===== src/fcr_pkg.sv =====
package fcr_pkg;
   // ==========================================
   // bus and array widths
   localparam int APB_AW = 8;
   localparam int FLASH_AW = 16;
   // ==========================================
   // register offsets
   localparam logic [7:0] OFS_CTRL = 8'h00;
   localparam logic [7:0] OFS_SEC = 8'h04;
   // ==========================================
   // control/status field positions
   localparam int CTRL_READY = 0;
   localparam int CTRL_RWEN = 1;
   localparam int CTRL_B0EN = 2;
   localparam int CTRL_STOP = 3;
   localparam int CTRL_PERR = 6;
   localparam int CTRL_EERR = 7;
   localparam int SEC_B0LOCK = 5;
   localparam logic RST_B0LOCK = 1'h0;
   // ==========================================
   // status byte seen on flash reads
   localparam int ST_READY = 7;
   localparam int ST_EERR = 5;
   localparam int ST_PERR = 4;
   // ==========================================
   // command bytes
   localparam logic [7:0] CMD_READ_ARRAY = 8'hff;
   localparam logic [7:0] CMD_READ_STATUS = 8'h70;
   localparam logic [7:0] CMD_CLEAR_STATUS = 8'h50;
   localparam logic [7:0] CMD_PROGRAM = 8'h40;
   localparam logic [7:0] CMD_ERASE = 8'h20;
   localparam logic [7:0] CMD_ERASE_OK = 8'hd0;
   // ==========================================
   // default address map
   localparam logic [FLASH_AW-1:0] USER_LO = 16'h4000;
   localparam logic [FLASH_AW-1:0] USER_HI = 16'hffff;
   localparam logic [FLASH_AW-1:0] BLK0_LO = 16'hc000;
   localparam logic [FLASH_AW-1:0] BLK0_HI = 16'hffff;
   // ==========================================
   // modes and carriers
   typedef enum logic [2:0] {
      MODE_READ_ARRAY, MODE_READ_STATUS, MODE_PROG_DATA,
      MODE_ERASE_OK, MODE_PROGRAMMING, MODE_ERASING
   } fcr_mode_type;
   typedef struct packed {
      logic req;
      logic we;
      logic [FLASH_AW-1:0] addr;
      logic [7:0] wdata;
   } fcr_flash_req_type;
   typedef struct packed {
      logic progStart;
      logic eraseStart;
      logic init;
      logic [FLASH_AW-1:0] addr;
      logic [7:0] data;
   } fcr_macro_cmd_type;
   typedef struct packed {
      logic done;
      logic fail;
      logic [7:0] rdata;
   } fcr_macro_rsp_type;
endpackage


===== src/fcr_addr_class.sv =====
`timescale 1ns/10ps
module fcr_addr_class #(
   parameter logic [15:0] USER_LO = fcr_pkg::USER_LO,
   parameter logic [15:0] USER_HI = fcr_pkg::USER_HI,
   parameter logic [15:0] BLK0_LO = fcr_pkg::BLK0_LO,
   parameter logic [15:0] BLK0_HI = fcr_pkg::BLK0_HI
) (
   // address to classify
   input wire logic [15:0] addr,
   // result
   output logic inUser,
   output logic inBlock0
);
   // ==========================================
   // map checks
   if (USER_LO > USER_HI || BLK0_LO > BLK0_HI || BLK0_LO < USER_LO || BLK0_HI > USER_HI) begin : g_bad
      $error("block 0 must lie inside the user area");
   end
   always_comb begin
      inUser = (addr >= USER_LO) && (addr <= USER_HI);
      inBlock0 = (addr >= BLK0_LO) && (addr <= BLK0_HI);
   end
endmodule // fcr_addr_class


===== src/fcr_apb_decode.sv =====
`timescale 1ns/10ps
module fcr_apb_decode (
   // byte address
   input wire logic [7:0] paddr,
   // selects
   output logic selCtrl,
   output logic selSec,
   output logic hit
);
   // ==========================================
   // word decode
   always_comb begin
      selCtrl = (paddr == fcr_pkg::OFS_CTRL);
      selSec = (paddr == fcr_pkg::OFS_SEC);
      hit = selCtrl || selSec;
   end
endmodule // fcr_apb_decode


===== src/fcr_rewrite_ctrl.sv =====
// The register addresses and register access over APB are this design's own decisions.
`timescale 1ns/10ps
// Contract
// - after program or erase, flash reads return the status byte.
// - after read-status, flash reads keep returning the status byte.
// - ready and error flags visible in control register and in status byte.
// - ready reads 0 while programming or erasing, 1 otherwise.
// - commands are accepted only while rewrite mode enable is 1.
// - clearing rewrite enable also clears block 0 enable.
// - block 0 enable at 0 rejects program and erase on block 0.
// - with block 0 enable at 1, the second lock decides block 0.
// - effective stop blocks flash access, reinitialises control, cuts current.
// - stop acts only with rewrite enable 1; otherwise it is merely stored.
// - low-power entry with rewrite disabled switches flash power off automatically.
// - program error flag is read-only, set on auto-program failure.
// - erase error flag is read-only, set on auto-erase failure.
// - clear-status command returns both error flags to 0.
// - both flags 1 means sequence error, one alone its error, none success.
// - sequence error on bad erase confirm byte, locked block or unmapped address.
// - block 0 accepts rewriting only with enable 1 and second lock 0.
module fcr_rewrite_ctrl #(
   parameter logic [15:0] USER_LO = fcr_pkg::USER_LO,
   parameter logic [15:0] USER_HI = fcr_pkg::USER_HI,
   parameter logic [15:0] BLK0_LO = fcr_pkg::BLK0_LO,
   parameter logic [15:0] BLK0_HI = fcr_pkg::BLK0_HI
) (
   // clock and reset
   input wire logic clk,
   input wire logic srst,
   // apb slave
   input wire logic psel,
   input wire logic penable,
   input wire logic pwrite,
   input wire logic [7:0] paddr,
   input wire logic [31:0] pwdata,
   output logic [31:0] prdata,
   output logic pready,
   output logic pslverr,
   // cpu flash port
   input wire fcr_pkg::fcr_flash_req_type flashReq,
   output logic flashGrant,
   output logic flashRdValid,
   output logic [7:0] flashRdData,
   // flash macro
   output fcr_pkg::fcr_macro_cmd_type macroCmd,
   input wire fcr_pkg::fcr_macro_rsp_type macroRsp,
   // power
   input wire logic lowPowerEntry,
   output logic flashPowerOn
);
   // ==========================================
   // state
   typedef struct packed {
      fcr_pkg::fcr_mode_type mode;
      logic rwEn;
      logic b0En;
      logic stop;
      logic progErr;
      logic eraseErr;
      logic b0Lock;
      logic powerOn;
      logic [31:0] prdata;
      fcr_pkg::fcr_macro_cmd_type cmd;
      logic rdValid;
      logic [7:0] rdData;
   } fcr_regs_type;

   fcr_regs_type st;
   fcr_regs_type next_st;
   logic selCtrl;
   logic selSec;
   logic hit;
   logic inUser;
   logic inBlock0;
   logic busy;
   logic stopEff;
   logic take;
   logic addrOk;
   logic [7:0] ctrlByte;
   logic [7:0] statusByte;

   // ==========================================
   // helpers
   fcr_apb_decode u_dec (
      .paddr(paddr),
      .selCtrl(selCtrl),
      .selSec(selSec),
      .hit(hit)
   );

   fcr_addr_class #(
      .USER_LO(USER_LO),
      .USER_HI(USER_HI),
      .BLK0_LO(BLK0_LO),
      .BLK0_HI(BLK0_HI)
   ) u_cls (
      .addr(flashReq.addr),
      .inUser(inUser),
      .inBlock0(inBlock0)
   );

   // ==========================================
   // derived terms
   always_comb begin
      busy = (st.mode == fcr_pkg::MODE_PROGRAMMING) || (st.mode == fcr_pkg::MODE_ERASING);
      stopEff = st.stop && st.rwEn;
      // refusing beats stalling: a stopped array has nothing valid to return
      take = flashReq.req && flashGrant;
      // block 0 needs both keys; other blocks only need to be mapped
      addrOk = inUser && (!inBlock0 || (st.b0En && !st.b0Lock));
      ctrlByte = 8'h00;
      ctrlByte[fcr_pkg::CTRL_READY] = !busy;
      ctrlByte[fcr_pkg::CTRL_RWEN] = st.rwEn;
      ctrlByte[fcr_pkg::CTRL_B0EN] = st.b0En;
      ctrlByte[fcr_pkg::CTRL_STOP] = st.stop;
      ctrlByte[fcr_pkg::CTRL_PERR] = st.progErr;
      ctrlByte[fcr_pkg::CTRL_EERR] = st.eraseErr;
      statusByte = 8'h00;
      statusByte[fcr_pkg::ST_READY] = !busy;
      statusByte[fcr_pkg::ST_EERR] = st.eraseErr;
      statusByte[fcr_pkg::ST_PERR] = st.progErr;
   end

   // ==========================================
   // next state
   always_comb begin
      next_st = st;
      next_st.cmd.progStart = 1'h0;
      next_st.cmd.eraseStart = 1'h0;
      next_st.rdValid = 1'h0;
      // apb read data latched in setup so access phase needs no wait
      if (psel && !penable) begin
         if (selCtrl) begin
            next_st.prdata = {24'h000000, ctrlByte};
         end else if (selSec) begin
            next_st.prdata = 32'h00000000;
            next_st.prdata[fcr_pkg::SEC_B0LOCK] = st.b0Lock;
         end else begin
            next_st.prdata = 32'h00000000;
         end
      end
      // apb writes; ready and error bits are not writable
      if (psel && penable && pwrite && selCtrl) begin
         next_st.rwEn = pwdata[fcr_pkg::CTRL_RWEN];
         next_st.stop = pwdata[fcr_pkg::CTRL_STOP];
         next_st.b0En = pwdata[fcr_pkg::CTRL_B0EN] && pwdata[fcr_pkg::CTRL_RWEN];
      end
      if (psel && penable && pwrite && selSec) begin
         next_st.b0Lock = pwdata[fcr_pkg::SEC_B0LOCK];
      end
      // auto operation completion
      if (st.mode == fcr_pkg::MODE_PROGRAMMING && macroRsp.done) begin
         next_st.mode = fcr_pkg::MODE_READ_STATUS;
         if (macroRsp.fail) begin
            next_st.progErr = 1'h1;
         end
      end
      if (st.mode == fcr_pkg::MODE_ERASING && macroRsp.done) begin
         next_st.mode = fcr_pkg::MODE_READ_STATUS;
         if (macroRsp.fail) begin
            next_st.eraseErr = 1'h1;
         end
      end
      // cpu flash reads
      if (take && !flashReq.we) begin
         next_st.rdValid = 1'h1;
         if (st.mode == fcr_pkg::MODE_READ_ARRAY) begin
            next_st.rdData = macroRsp.rdata;
         end else begin
            next_st.rdData = statusByte;
         end
      end
      // command writes, ignored while busy or rewrite disabled
      if (take && flashReq.we && st.rwEn && !busy) begin
         case (st.mode)
            fcr_pkg::MODE_PROG_DATA: begin
               if (addrOk) begin
                  next_st.cmd.progStart = 1'h1;
                  next_st.cmd.addr = flashReq.addr;
                  next_st.cmd.data = flashReq.wdata;
                  next_st.mode = fcr_pkg::MODE_PROGRAMMING;
               end else begin
                  next_st.progErr = 1'h1;
                  next_st.eraseErr = 1'h1;
                  next_st.mode = fcr_pkg::MODE_READ_STATUS;
               end
            end
            fcr_pkg::MODE_ERASE_OK: begin
               if (flashReq.wdata == fcr_pkg::CMD_READ_ARRAY) begin
                  next_st.mode = fcr_pkg::MODE_READ_ARRAY;
               end else if (flashReq.wdata == fcr_pkg::CMD_ERASE_OK && addrOk) begin
                  next_st.cmd.eraseStart = 1'h1;
                  next_st.cmd.addr = flashReq.addr;
                  next_st.mode = fcr_pkg::MODE_ERASING;
               end else begin
                  next_st.progErr = 1'h1;
                  next_st.eraseErr = 1'h1;
                  next_st.mode = fcr_pkg::MODE_READ_STATUS;
               end
            end
            default: begin
               case (flashReq.wdata)
                  fcr_pkg::CMD_READ_ARRAY: begin
                     next_st.mode = fcr_pkg::MODE_READ_ARRAY;
                  end
                  fcr_pkg::CMD_READ_STATUS: begin
                     next_st.mode = fcr_pkg::MODE_READ_STATUS;
                  end
                  fcr_pkg::CMD_CLEAR_STATUS: begin
                     next_st.progErr = 1'h0;
                     next_st.eraseErr = 1'h0;
                  end
                  fcr_pkg::CMD_PROGRAM: begin
                     next_st.mode = fcr_pkg::MODE_PROG_DATA;
                  end
                  fcr_pkg::CMD_ERASE: begin
                     next_st.mode = fcr_pkg::MODE_ERASE_OK;
                  end
                  default: begin
                     next_st.progErr = 1'h1;
                     next_st.eraseErr = 1'h1;
                     next_st.mode = fcr_pkg::MODE_READ_STATUS;
                  end
               endcase
            end
         endcase
      end
      // stop reinitialises; a stuck busy state is abandoned here
      if (stopEff) begin
         next_st.mode = fcr_pkg::MODE_READ_ARRAY;
         next_st.cmd.progStart = 1'h0;
         next_st.cmd.eraseStart = 1'h0;
      end
      next_st.cmd.init = next_st.stop && next_st.rwEn;
      // flash supply off when stopped, or on low-power entry outside rewrite mode
      next_st.powerOn = !(next_st.cmd.init || (lowPowerEntry && !next_st.rwEn));
   end

   // ==========================================
   // registers
   always_ff @(posedge clk) begin
      if (srst) begin
         st.mode <= fcr_pkg::MODE_READ_ARRAY;
         st.rwEn <= 1'h0;
         st.b0En <= 1'h0;
         st.stop <= 1'h0;
         st.progErr <= 1'h0;
         st.eraseErr <= 1'h0;
         st.b0Lock <= fcr_pkg::RST_B0LOCK;
         st.powerOn <= 1'h1;
         st.prdata <= 32'h00000000;
         st.cmd <= '0;
         st.rdValid <= 1'h0;
         st.rdData <= 8'h00;
      end else begin
         st <= next_st;
      end
   end

   // ==========================================
   // outputs
   always_comb begin
      prdata = st.prdata;
      pready = 1'h1;
      pslverr = psel && penable && !hit;
      flashGrant = !stopEff && st.powerOn;
      flashRdValid = st.rdValid;
      flashRdData = st.rdData;
      macroCmd = st.cmd;
      flashPowerOn = st.powerOn;
   end
endmodule // fcr_rewrite_ctrl


===== config.mk =====
export PLATFORM = sky130hd
export DESIGN_NAME = fcr_rewrite_ctrl
export DESIGN_NICKNAME = d
export VERILOG_FILES = /design/src/fcr_pkg.sv /design/src/fcr_addr_class.sv /design/src/fcr_apb_decode.sv /design/src/fcr_rewrite_ctrl.sv
export SDC_FILE = /design/constraint.sdc
export NUM_CORES = 1
export LEC_CHECK = 0
export ABC_AREA = 1
export BUFFER_PORTS_ARGS = -buffer_cell sky130_fd_sc_hd__clkbuf_2
export CAP_MARGIN = 15
export CORE_ASPECT_RATIO = 0.8
export CORE_MARGIN = 5
export CORE_UTILIZATION = 35
export CTS_BUF_LIST = sky130_fd_sc_hd__clkbuf_8
export DETAILED_ROUTE_END_ITERATION = 16
export SETUP_SLACK_MARGIN = 0.5
export SYNTH_ARGS = -nofsm -noshare
export SYNTH_HDL_FRONTEND = slang
export SYNTH_SLANG_ARGS = --single-unit

===== constraint.sdc =====
create_clock -name clk -period 1.8 [get_ports clk]
set_input_delay 0.09 -clock clk [delete_from_list [all_inputs] [get_ports clk]]
set_output_delay 0.09 -clock clk [all_outputs]
set_load 0.01 [all_outputs]

==> out/metrics.cfg <==
[timing]
setup_tns_ps=0
fin_crit_sh_pct=82.6
drv_slew=0
setup-violations-final=0
max_freq_mhz=672
slew_headroom_pct=59.1
worst_pin_slew_ps=608
grt_setup_unrepaired=true
min_period_ps=1490
fin_skew_ps=15.6
hold_violations=0

[route]
ant_nets=0
wl_mm=8.07
vias=2850
dr.pass1.iters=4
viasPerCell=4.48
drcViolationCount=0
drt_iter0_drc=165
avgRoutedWirePerCell_um=12.7

[clock_tree]
cts_num_sinks=53
clkSlewWorstSetupHoldPaths_ps=110
h-tree-depth=2
cts_buffers=5
cts_hold_buf=0
cts_tree=done
root_buffer=clkbuf_8
clockBufferDepth=2
worstSkewPairLatency_ps=310

[global_route]
grt_overflow_total=0
antenna_found_initial=0
grt.total_usage_pct=14.1
grt_max_degree=32
grt_pass1_wl_mm=12.4
first_global_vias=2734

[finish]
num_antenna_cells=0
syn_to_final_growth_pct=28.3
layout_commonest_cell=clkbuf_2
nets=605
nFillCells=875
drive_above_1_share_pct=41.6
final_cell_mix=99 x clkbuf_2, 76 x nand2_1, 48 x dfxtp_1
fin_cells=636

[synth]
synth_top_family_by_area=simple AND/OR/NAND/NOR gates
synth_cell_type_count=30
yosysWarningCount=0
synth_compound_area_share_pct=11.0
synth_area_um2=3030
avgSynthCellArea_um2=6.87
synth_top_area_share_pct=35.0
yosys.area_share.simple_pct=28.3
synth_adder_area_share_pct=0
synth_mux_area_share_pct=0
synthCells=441
yosysSeqAreaShare_pct=35.0
synthXorXnorAreaFrac_pct=0
yosys.area.top_type=dfxtp_1
synth_seq_cells=53
synthTopCellsByArea=dfxtp_1 35%, buf_4 17%, nand2_1 11%, a21oi_1 7.3%, nor2_1 5.7%

[critical_path]
worst-path-max-fanout=6
crit_chain=buf_6 > nor2_4 > inv_4 > nor2_4 > nor2_2 > buf_2 > nor2_1 > nand3_1 > a21oi_2
slowest_stage=dfxtp_2
crit_type=flip-flop to flip-flop
critical_path_required_ps=2040
crit_top_cell=nor2_4
rrSetupSlack_ps=310
cp-end-kind=flip-flop
start_kind=flip-flop
r2r-start=st[77]
r2r-end=macroCmd[19]
critPathMaxStageDelay_ps=350
crit_end=macroCmd[19]
arrival_ps=1730
crit_path_start=st[77]
r2r_cells=9

[placed_design]
io_buffers=99
dp.cells=603
dp_hpwl_mm=5.53
place.gp.congestion=0.865

[die]
coreArea_um2=8480
ios=154
die_area_um2=10600
rows=30
start_util_pct=35.7
die_w_um=114
die_h_um=93.2

[power_and_ir_drop]
vdd_drop_max_mv=0.330
p_leak_nw=1.83
powerDensity_nw_per_um2=559

[flow_run]
maxCapViolations=0

[hold_path]
hold_path_class=input pin to flip-flop

[outcome]
outcome=finished clean

-- cells by family (layout without fill, tap and decap cells) --
kind of cell	Yosys count	count (layout)
and+or+nand+nor	191	194
DFF	53	53
buffers and inverters	130	186
AOI/OAI and AO/OA	65	65
other	2	26
-- repair_timing --
item / in CTS / in global routing
pin swaps: 24 / 24
setup endpoints to repair: 38 / 41
buffers inserted: 13 / 6
hold endpoints to repair: 0 / 0
gates resized for setup: 36 / 53
gates cloned: 4 / 2
-- through the flow --
| stage | hold slack, ps | power (W) | area (um^2) | setup WS, ps | util (%) |
|---|---|---|---|---|---|
| 2_1_floorplan | 228 | 0.00140 | 3130 | 497 | - |
| 3_3_place_gp | 325 | 0.00145 | 3230 | 329 | 38.1 |
| 3_5_place_dp | 328 | 0.00145 | 3230 | 294 | 38.1 |
| 4_1_cts | 7.59 | 0.00218 | 3620 | 319 | 42.7 |
| 5_1_grt | 12.8 | 0.00229 | 3890 | 206 | 45.8 |
| 6_report | 12.5 | 0.00218 | 3890 | 313 | 45.8 |
-- power by group --
part           total [W]  internal, W  switching, W
registers        0.00119      0.00118    0.00000626
clock network   0.000717     0.000313      0.000404
logic           0.000271     0.000102      0.000169
total            0.00218      0.00160      0.000580
-- Yosys cell counts --
cell / count
nor2_1: 46
buf_2: 4
nor4_1: 3
and3_1: 1
or2_2: 1
nand3_2: 2
nand2_4: 1
nor2_2: 1
conb_1: 2
nor2_4: 5
inv_1: 43
clkbuf_1: 5
a21oi_2: 1
buf_6: 2
nor3_1: 2
nand2_1: 91
buf_4: 70
nor3b_1: 1
inv_2: 5
nand2_2: 2
a31oi_1: 3
nand4_1: 2
nand3b_1: 2
nand3_1: 30
nor3_2: 1
o21ai_0: 15
a21oi_1: 44
o21ai_1: 2
dfxtp_1: 53
inv_4: 1
-- worst max-delay path, delay by kind of cell (launching register included) --
family	cells	cell delay [ps]
AO/OA/AOI/OAI	1	130
buffers and inverters	3	370
flip-flops	1	350
AND/OR/NAND/NOR	5	570
-- layer usage --
metal | wire, um | track usage [%] | up-vias | part of all wire, %
met5 | 0 | 0 | - | 0
met4 | 36 | 2.87 | 0 | 0.45
met3 | 632 | 3.69 | 4 | 7.8
met2 | 3830 | 23.7 | 101 | 47
met1 | 3570 | 18.3 | 1282 | 44
li1 | - | - | 1463 | -
-- how the worst min path moves through the flow --
stage | start | end | cells after the start
2_1_floorplan | flashReq[12] | macroCmd[12] | 2
3_3_place_gp | flashReq[12] | macroCmd[12] | 3
3_5_place_dp | flashReq[12] | macroCmd[12] | 3
4_1_cts | macroRsp[2] | flashRdData[2] | 3
5_1_grt | macroRsp[2] | flashRdData[2] | 3
6_report | macroRsp[2] | flashRdData[2] | 3
-- layout make-up --
cell class                      instances  area [um^2]  area share [%]
Clock buffer                            6         82.6            2.12
Clock inverter                          2         13.8           0.354
Inverter                               49          189            4.86
Multi-Input combinational cell        285         1590            40.9
Sequential cell                        53         1070            27.6
Tap cell                              112          140            3.60
Timing Repair Buffer                  129          802            20.6
-- sequential cells by signal, indices dropped and copies added (netlist names) --
register and flops:
flashPowerOn 1, st 4, prdata 7, macroCmd 27, ctrlByte 5, flashRdValid 1
flashRdData 8
(Power assumes the default switching activity.)
